## src/hw/power_monitor_defs.vh

```
// offsets and field positions of the result and alert registers, and the reset value of the diag register
`ifndef POWER_MONITOR_DEFS_VH
`define POWER_MONITOR_DEFS_VH
`define ADDR_BUS_VOLTAGE_RESULT 8'h05
`define ADDR_DIE_TEMPERATURE_RESULT 8'h06
`define ADDR_CURRENT_RESULT 8'h07
`define ADDR_POWER_RESULT 8'h08
`define ADDR_DIAGNOSTIC_ALERT_FLAGS 8'h0b
`define DIAG_RESET 16'h0001
`define BIT_ALERT_LATCH_ENABLE 15
`define BIT_CONVERSION_READY_ALERT_ENABLE 14
`define BIT_AVERAGED_COMPARE_SELECT 13
`define BIT_ALERT_POLARITY 12
`define BIT_MATH_OVERFLOW_FLAG 9
`define BIT_TEMP_OVERLIMIT_FLAG 7
`define BIT_SHUNT_OVERLIMIT_FLAG 6
`define BIT_SHUNT_UNDERLIMIT_FLAG 5
`define BIT_BUS_OVERLIMIT_FLAG 4
`define BIT_BUS_UNDERLIMIT_FLAG 3
`define BIT_POWER_OVERLIMIT_FLAG 2
`define BIT_CONVERSION_DONE_FLAG 1
`define BIT_TRIM_CHECKSUM_OK 0
`define LIMIT_FLAG_LOW 2
`define TEMP_RESERVED_LOW 4
`endif

```

## src/hw/limit_flag.v

```verilog
// one limit flag, transparent or latched until a read
`timescale 1ns/10ps
`default_nettype none
module limit_flag (
   // clock and reset
   input wire clk_sys,
   input wire reset_n,
   // control
   input wire latch_mode,
   input wire update,
   input wire fault,
   input wire read_clear,
   // state
   output reg flag
);
   always @(posedge clk_sys or negedge reset_n) begin
      if (!reset_n) begin
         flag <= 1'b0;
      end else if (update && fault) begin
         // set wins over a clear in the same cycle
         flag <= 1'b1;
      end else if (!latch_mode && update) begin
         // transparent: drops once the fault is gone
         flag <= 1'b0;
      end else if (latch_mode && read_clear) begin
         flag <= 1'b0;
      end
   end
endmodule // limit_flag
`default_nettype wire

```

## src/hw/result_hold.v

```verilog
// result word captured on its converter strobe
`timescale 1ns/10ps
`default_nettype none
module result_hold #(
   parameter WIDTH = 16
) (
   // clock and reset
   input wire clk_sys,
   input wire reset_n,
   // capture
   input wire load,
   input wire [WIDTH-1:0] value,
   output reg [WIDTH-1:0] held
);
   always @(posedge clk_sys or negedge reset_n) begin
      if (!reset_n) begin
         held <= {WIDTH{1'b0}};
      end else if (load) begin
         held <= value;
      end
   end
endmodule // result_hold
`default_nettype wire

```

## src/hw/power_monitor_result_alert_regs.v

```verilog
// result registers and diagnostic/alert register of the power monitor
`timescale 1ns/10ps
`default_nettype none
`include "power_monitor_defs.vh"
module power_monitor_result_alert_regs (
   // clock and reset
   input wire clk_sys,
   input wire reset_n,
   // register port from the serial interface
   input wire [7:0] reg_addr,
   input wire reg_write,
   input wire [15:0] reg_wdata,
   input wire reg_read_done,
   output reg [23:0] reg_rdata,
   // converter results
   input wire bus_voltage_strobe,
   input wire [15:0] bus_voltage_value,
   input wire temperature_strobe,
   input wire [11:0] temperature_value,
   input wire calc_strobe,
   input wire [15:0] current_value,
   input wire [23:0] power_value,
   input wire math_overflow,
   // comparator events
   input wire raw_sample_strobe,
   input wire averaged_strobe,
   input wire temp_over,
   input wire shunt_over,
   input wire shunt_under,
   input wire bus_over,
   input wire bus_under,
   input wire power_over,
   input wire conversion_done,
   input wire triggered_start,
   input wire trim_checksum_error,
   // alert pin, open drain
   output wire alert_out,
   output wire alert_oe
);
   // decoded register accesses
   wire diag_addr;
   wire diag_write;
   wire diag_read_end;
   // captured results
   wire [15:0] bus_held;
   wire [11:0] temp_held;
   wire [15:0] current_held;
   wire [23:0] power_held;
   wire [23:0] bus_word;
   wire [23:0] temp_word;
   wire [23:0] current_word;
   // limit comparisons
   wire [5:0] faults;
   wire [5:0] limit_flags;
   wire compare_update;
   // alert
   wire limit_alert;
   wire ready_alert;
   wire alert_active;
   // diag control and status
   reg latch_mode;
   reg cnv_alert_en;
   reg avg_select;
   reg polarity;
   reg next_latch_mode;
   reg next_cnv_alert_en;
   reg next_avg_select;
   reg next_polarity;
   reg math_flag;
   reg next_math_flag;
   reg done_flag;
   reg next_done_flag;
   reg checksum_ok;
   reg next_checksum_ok;
   reg read_clear;
   reg [15:0] diag_word;
   reg [23:0] next_rdata;

   assign diag_addr = (reg_addr == `ADDR_DIAGNOSTIC_ALERT_FLAGS);
   assign diag_write = reg_write && diag_addr;
   // clear keyed to the end of the read
   assign diag_read_end = reg_read_done && diag_addr;

   // one fault line per flag, placed at its register bit
   assign faults[`BIT_TEMP_OVERLIMIT_FLAG - `LIMIT_FLAG_LOW] = temp_over;
   assign faults[`BIT_SHUNT_OVERLIMIT_FLAG - `LIMIT_FLAG_LOW] = shunt_over;
   assign faults[`BIT_SHUNT_UNDERLIMIT_FLAG - `LIMIT_FLAG_LOW] = shunt_under;
   assign faults[`BIT_BUS_OVERLIMIT_FLAG - `LIMIT_FLAG_LOW] = bus_over;
   assign faults[`BIT_BUS_UNDERLIMIT_FLAG - `LIMIT_FLAG_LOW] = bus_under;
   assign faults[`BIT_POWER_OVERLIMIT_FLAG - `LIMIT_FLAG_LOW] = power_over;

   assign compare_update = avg_select ? averaged_strobe : raw_sample_strobe;

   // bus voltage capture, sign bit forced clear
   result_hold #(
      .WIDTH(16)
   ) u_bus (
      .clk_sys(clk_sys),
      .reset_n(reset_n),
      .load(bus_voltage_strobe),
      .value({1'b0, bus_voltage_value[14:0]}),
      .held(bus_held)
   );

   result_hold #(
      .WIDTH(12)
   ) u_temp (
      .clk_sys(clk_sys),
      .reset_n(reset_n),
      .load(temperature_strobe),
      .value(temperature_value),
      .held(temp_held)
   );

   result_hold #(
      .WIDTH(16)
   ) u_cur (
      .clk_sys(clk_sys),
      .reset_n(reset_n),
      .load(calc_strobe),
      .value(current_value),
      .held(current_held)
   );

   result_hold #(
      .WIDTH(24)
   ) u_pwr (
      .clk_sys(clk_sys),
      .reset_n(reset_n),
      .load(calc_strobe),
      .value(power_value),
      .held(power_held)
   );

   // limit flags, bit 7 down to 2
   genvar i;
   generate
      for (i = 0; i < 6; i = i + 1) begin : g_limit
         limit_flag u_flag (
            .clk_sys(clk_sys),
            .reset_n(reset_n),
            .latch_mode(latch_mode),
            .update(compare_update),
            .fault(faults[i]),
            .read_clear(read_clear),
            .flag(limit_flags[i])
         );
      end
   endgenerate

   // clear one cycle after read completes
   always @(posedge clk_sys or negedge reset_n) begin
      if (!reset_n) begin
         read_clear <= 1'b0;
      end else begin
         read_clear <= diag_read_end;
      end
   end

   always @* begin
      next_latch_mode = latch_mode;
      next_cnv_alert_en = cnv_alert_en;
      next_avg_select = avg_select;
      next_polarity = polarity;
      if (diag_write) begin
         // low bits are status only; host writes to them are dropped
         next_latch_mode = reg_wdata[`BIT_ALERT_LATCH_ENABLE];
         next_cnv_alert_en = reg_wdata[`BIT_CONVERSION_READY_ALERT_ENABLE];
         next_avg_select = reg_wdata[`BIT_AVERAGED_COMPARE_SELECT];
         next_polarity = reg_wdata[`BIT_ALERT_POLARITY];
      end
   end

   always @(posedge clk_sys or negedge reset_n) begin
      if (!reset_n) begin
         latch_mode <= 1'b0;
         cnv_alert_en <= 1'b0;
         avg_select <= 1'b0;
         polarity <= 1'b0;
      end else begin
         latch_mode <= next_latch_mode;
         cnv_alert_en <= next_cnv_alert_en;
         avg_select <= next_avg_select;
         polarity <= next_polarity;
      end
   end

   always @* begin
      next_math_flag = math_flag;
      if (calc_strobe && math_overflow) begin
         // a new overflow outranks a trigger in the same cycle
         next_math_flag = 1'b1;
      end else if (triggered_start) begin
         next_math_flag = 1'b0;
      end
   end

   always @(posedge clk_sys or negedge reset_n) begin
      if (!reset_n) begin
         math_flag <= 1'b0;
      end else begin
         math_flag <= next_math_flag;
      end
   end

   always @* begin
      next_done_flag = done_flag;
      if (conversion_done) begin
         next_done_flag = 1'b1;
      end else if (!latch_mode) begin
         // transparent: a pulse-long indication, dropped next cycle
         next_done_flag = 1'b0;
      end else if (read_clear || triggered_start) begin
         next_done_flag = 1'b0;
      end
   end

   always @(posedge clk_sys or negedge reset_n) begin
      if (!reset_n) begin
         done_flag <= 1'b0;
      end else begin
         done_flag <= next_done_flag;
      end
   end

   // checksum status, sticky low once an error is seen
   always @* begin
      next_checksum_ok = checksum_ok;
      if (trim_checksum_error) begin
         // no way back short of reset: the trim data stays suspect
         next_checksum_ok = 1'b0;
      end
   end

   always @(posedge clk_sys or negedge reset_n) begin
      if (!reset_n) begin
         checksum_ok <= 1'b1;
      end else begin
         checksum_ok <= next_checksum_ok;
      end
   end

   always @* begin
      diag_word = 16'h0000;
      diag_word[`BIT_ALERT_LATCH_ENABLE] = latch_mode;
      diag_word[`BIT_CONVERSION_READY_ALERT_ENABLE] = cnv_alert_en;
      diag_word[`BIT_AVERAGED_COMPARE_SELECT] = avg_select;
      diag_word[`BIT_ALERT_POLARITY] = polarity;
      diag_word[`BIT_MATH_OVERFLOW_FLAG] = math_flag;
      diag_word[`BIT_TEMP_OVERLIMIT_FLAG:`BIT_POWER_OVERLIMIT_FLAG] = limit_flags;
      diag_word[`BIT_CONVERSION_DONE_FLAG] = done_flag;
      diag_word[`BIT_TRIM_CHECKSUM_OK] = checksum_ok;
   end

   // upper byte of the 16-bit results reads zero
   assign bus_word = {8'h00, bus_held};
   // low nibble of the temperature reads zero
   assign temp_word = {8'h00, temp_held, 4'h0};
   assign current_word = {8'h00, current_held};

   // read data registered; the serial side samples it at the next edge
   always @* begin
      case (reg_addr)
         `ADDR_BUS_VOLTAGE_RESULT: next_rdata = bus_word;
         `ADDR_DIE_TEMPERATURE_RESULT: next_rdata = temp_word;
         `ADDR_CURRENT_RESULT: next_rdata = current_word;
         `ADDR_POWER_RESULT: next_rdata = power_held;
         `ADDR_DIAGNOSTIC_ALERT_FLAGS: next_rdata = {8'h00, diag_word};
         default: next_rdata = 24'h000000;
      endcase
   end

   always @(posedge clk_sys or negedge reset_n) begin
      if (!reset_n) begin
         reg_rdata <= 24'h000000;
      end else begin
         reg_rdata <= next_rdata;
      end
   end

   // flags drive the alert for as long as they stand
   assign limit_alert = |limit_flags;
   // conversion ready reaches the alert only when routed
   assign ready_alert = cnv_alert_en && done_flag;
   assign alert_active = limit_alert || ready_alert;
   // open drain: active-low pulls when active, active-high pulls when idle
   assign alert_out = 1'b0;
   assign alert_oe = polarity ? !alert_active : alert_active;
endmodule // power_monitor_result_alert_regs
`default_nettype wire

```

## config.mk

```make
export PLATFORM = sky130hd
export DESIGN_NAME = power_monitor_result_alert_regs
export DESIGN_NICKNAME = d
export VERILOG_FILES = /design/src/hw/limit_flag.v /design/src/hw/result_hold.v /design/src/hw/power_monitor_result_alert_regs.v
export VERILOG_INCLUDE_DIRS = /design/src /design/src/hw
export SDC_FILE = /design/constraint.sdc
export NUM_CORES = 1
export LEC_CHECK = 0
export BUFFER_PORTS_ARGS = -buffer_cell sky130_fd_sc_hd__clkbuf_2
export CAP_MARGIN = 20
export CORE_MARGIN = 5
export CORE_UTILIZATION = 40
export DETAILED_ROUTE_END_ITERATION = 12
export RECOVER_POWER = 50
export SKIP_LAST_GASP = 1
export SLEW_MARGIN = 20
export SYNTH_ARGS = -nofsm -noshare
export SYNTH_HDL_FRONTEND = slang
export SYNTH_HIERARCHICAL = 1
export SYNTH_SLANG_ARGS = --single-unit
```

## constraint.sdc

```tcl
create_clock -name clk_sys -period 2 [get_ports clk_sys]
set_input_delay 0.3 -clock clk_sys [delete_from_list [all_inputs] [get_ports clk_sys]]
set_output_delay 0.3 -clock clk_sys [all_outputs]
set_load 0.01 [all_outputs]
```

==> results.tsv <==
stage	metric	value	unit
status	run_status	finished, violations left	
status	failing_checks	setup timing	
synth	ys.warnings.count	6	
timing	post-route-period-util	105	%
worst_setup_path	worstReg2RegEnd	reg_rdata[5]	
timing	period_needed	2110	ps
floorplanning	floorplan.die.height	120	µm
final_layout	final_layout_size_suffix_gt1_share	50.3	%
clocking	ctsHtreeMaxLevel	3	
power_and_ir_drop	pwr_density_cell	806	nW/µm²
global_routing	maximum_number_of_pins_on_one_net_before_global_route_repair	107	
synth	ys_types	42	
worst_setup_path	r2r_start	u_pwr/held[5]	
worst_setup_path	regToRegSetupSlack	530	ps
synth	synthesized_area	4840	µm²
global_routing	grt-ovfl-total	0	
synth	yosysTopAreaCell	sky130_fd_sc_hd__dfrtp_1	
route	post_drt_via_cell_ratio	5.17	
synth	synthFlopType	sky130_fd_sc_hd__dfrtp_1	
job	drv_cap	0	
power_and_ir_drop	post-layout-total-power	4.77	mW
route	route.detailed.wl_per_inst	19.2	µm
clocking	cts_tree	done	
place	place_ws	-152	ps
synth	ys_ff_latch	106	
place	io_buffers	122	
timing	rsz0062_at_grt	yes	
timing	timing.final.hold_violations	0	
power_and_ir_drop	worst_ir_drop_on_vdd	0.311	mV
clocking	tritoncts_num_sinks	106	
final_layout	area_delta_synth_final	22.3	%
global_routing	grt_pass1_wl	18600	µm
floorplanning	design.die.area	14400	µm²
timing	maxSlewHeadroom	4.34	%
global_routing	grtUsageTotal	16.8	%
route	vias	3132	
timing	worst-slew-pin-transition	1430	ps
worst_setup_path	critPathRequiredTime	1700	ps
clocking	maximum_clock_insertion_buffer_count	2	
floorplanning	coreArea	11900	µm²
final_layout	most-common-layout-cells	sky130_fd_sc_hd__clkbuf_2, sky130_fd_sc_hd__dfrtp_1, sky130_fd_sc_hd__mux2_4	
hold_path	number_of_cells_on_the_worst_hold_path	2	
timing	worst_hold_slack	61.1	ps
worst_setup_path	timing.reg2reg.worst_path_depth	3	
worst_setup_path	crit_path_end_kind	primary output	
synth	fraction_of_registers_with_async_set_or_reset_after_synthesis	100	%
route	drcViolationCount	0	
timing	slew_viol_final	0	
power_and_ir_drop	p_leak	2.93	nW
worst_setup_path	timing_worst_setup_path_type	flip-flop to primary output	
final_layout	mostFrequentLayoutCell	sky130_fd_sc_hd__clkbuf_2	
final_layout	num-nets-final	565	
floorplanning	fp.dieW	120	µm
clocking	holdBufCountCts	0	
route	detail_route.iter0.violations	191	
timing	setup_violations	1	
floorplanning	fp-row-count	40	
final_layout	final_core_area_utilization	49.7	%
worst_setup_path	timing.critical_path.from_type	flip-flop	
hold_path	hp-class	primary input to flip-flop	
hold_path	worstHoldEndpoint	checksum_ok	
clocking	clkSlewWorstSetupHoldPaths	70	ps
route	firstDrtPassIters	4	
timing	setup_total_negative_slack	-108	ps
clocking	numCtsBuffers	9	
place	hpwlAfterDp	8440	µm
synth	synth_enable_flop_cells	0	
final_layout	antenna-diode-count	0	
synth	synthesis.instances	320	
synth	synth_area_leaders	sky130_fd_sc_hd__dfrtp_1, sky130_fd_sc_hd__mux2_4, sky130_fd_sc_hd__mux2_2	
worst_setup_path	worstPathMaxFanout	2	
floorplanning	boundaryPins	137	
timing	timing.fmax	474	MHz
floorplanning	initial_core_util	40.6	%
clocking	buffer_cell_driving_the_clock_tree_root	sky130_fd_sc_hd__clkbuf_16	
global_routing	via_count_of_the_first_global_routing_pass	3441	
synth	yosysSeqAreaShare	54.8	%
place	gp_congestion	0.821	
route	antenna_left	0	
route	drt-total-wl	11600	µm
worst_setup_path	timing.critical_path.arrival	1810	ps
timing	post-route-worst-setup-slack	-108	ps
clocking	insertion_delay	340	ps
global_routing	antenna_found_initial	0	
synth	yosys.area.top_type_share	54.3	%
hold_path	min_from	trim_checksum_error	
timing	finClkSkew	4.42	ps
synth	avgSynthCellArea	15.1	µm²
==> stage by stage <==
step	std cells	cell area, µm²
finish	606	5920
CTS	605	5960
global route	606	5920
floorplan	321	4840
detailed placement	589	5630
global placement	589	5630
==> synth_stat cells (5+ instances only) <==
| master | n |
|---|---|
| sky130_fd_sc_hd__and4b_1 | 6 |
| sky130_fd_sc_hd__clkbuf_1 | 9 |
| sky130_fd_sc_hd__mux2_4 | 54 |
| sky130_fd_sc_hd__mux2i_1 | 13 |
| sky130_fd_sc_hd__or4bb_1 | 5 |
| sky130_fd_sc_hd__a221o_1 | 14 |
| sky130_fd_sc_hd__nor3_1 | 10 |
| sky130_fd_sc_hd__dfrtp_1 | 105 |
| sky130_fd_sc_hd__a211oi_1 | 6 |
| sky130_fd_sc_hd__and2_1 | 9 |
| sky130_fd_sc_hd__nand4b_1 | 5 |
| sky130_fd_sc_hd__mux2_2 | 24 |
| sky130_fd_sc_hd__a22o_1 | 6 |
==> flip-flops by register name (all words and copies together), names as in the netlist <==
| register | cells |
|---|---|
| reg_rdata | 24 |
| u_pwr/held | 24 |
| u_bus/held | 16 |
| u_cur/held | 16 |
| u_temp/held | 12 |
| g_limit.u_flag/flag | 6 |
| avg_select | 1 |
| checksum_ok | 1 |
| cnv_alert_en | 1 |
| done_flag | 1 |
| latch_mode | 1 |
| math_flag | 1 |
| polarity | 1 |
| read_clear | 1 |
==> where the power goes <==
group          switching, mW  internal [mW]
registers              0.100           2.30
logic                  0.242          0.337
clock network          0.747           1.04
==> worst max path at each step <==
| stage | start | to | slack (ps) |
|---|---|---|---|
| finish | g_limit[3].u_flag/flag | alert_oe | -110 |
| CTS | g_limit[3].u_flag/flag | alert_oe | -150 |
| detailed placement | reg_addr[5] | latch_mode | -150 |
| global placement | reg_addr[5] | avg_select | -130 |
| floorplan | reg_addr[5] | avg_select | 120 |
| global route | g_limit[3].u_flag/flag | alert_oe | -180 |
==> metal layers <==
layer  GRT usage, %  wire length [µm]  up-vias  share of wire, %
met5              0                 0        -                 0
met4           7.37               273        0               2.3
met3           3.82               498       15               4.3
met2           25.6              5370       73                46
met1           23.1              5500     1578                47
li1               -                 -     1466                 -
==> cell type report <==
class                      count  area, µm²
inverter                       5       18.8
clock inverter                 2       35.0
multi-input combinational    188       1970
tap                          147        184
timing repair buffer         144        790
clock buffer                  14        264
fill                        1099       6000
sequential                   106       2650
==> critical path, cell delays in order (launching register included) <==
cell and delay [ps]:
sky130_fd_sc_hd__dfrtp_1 380, sky130_fd_sc_hd__or4_4 540, sky130_fd_sc_hd__a2111oi_4 210, sky130_fd_sc_hd__xnor2_1 170, sky130_fd_sc_hd__buf_2 160
==> timing repair <==
action / 4_1_cts / 5_1_grt
pin swaps: 2 / 1
gates resized for setup: 4 / 1
endpoints found under the setup margin: 1 / 1
setup buffers: 1 / 1
==> kinds of logic (layout without fill, tap and decap cells) <==
kind of cell	Yosys count	after routing	share of synthesized area, %
other	1	2	0.0775
buffers and inverters	27	165	4.27
AO/OA/AOI/OAI	36	36	6.59
flip-flops	106	106	54.8
AND/OR/NAND/NOR	58	58	9.00
XOR/XNOR	1	1	0.181
multiplexers	91	91	25.0
Note: power is estimated with default switching activity, not from simulation.
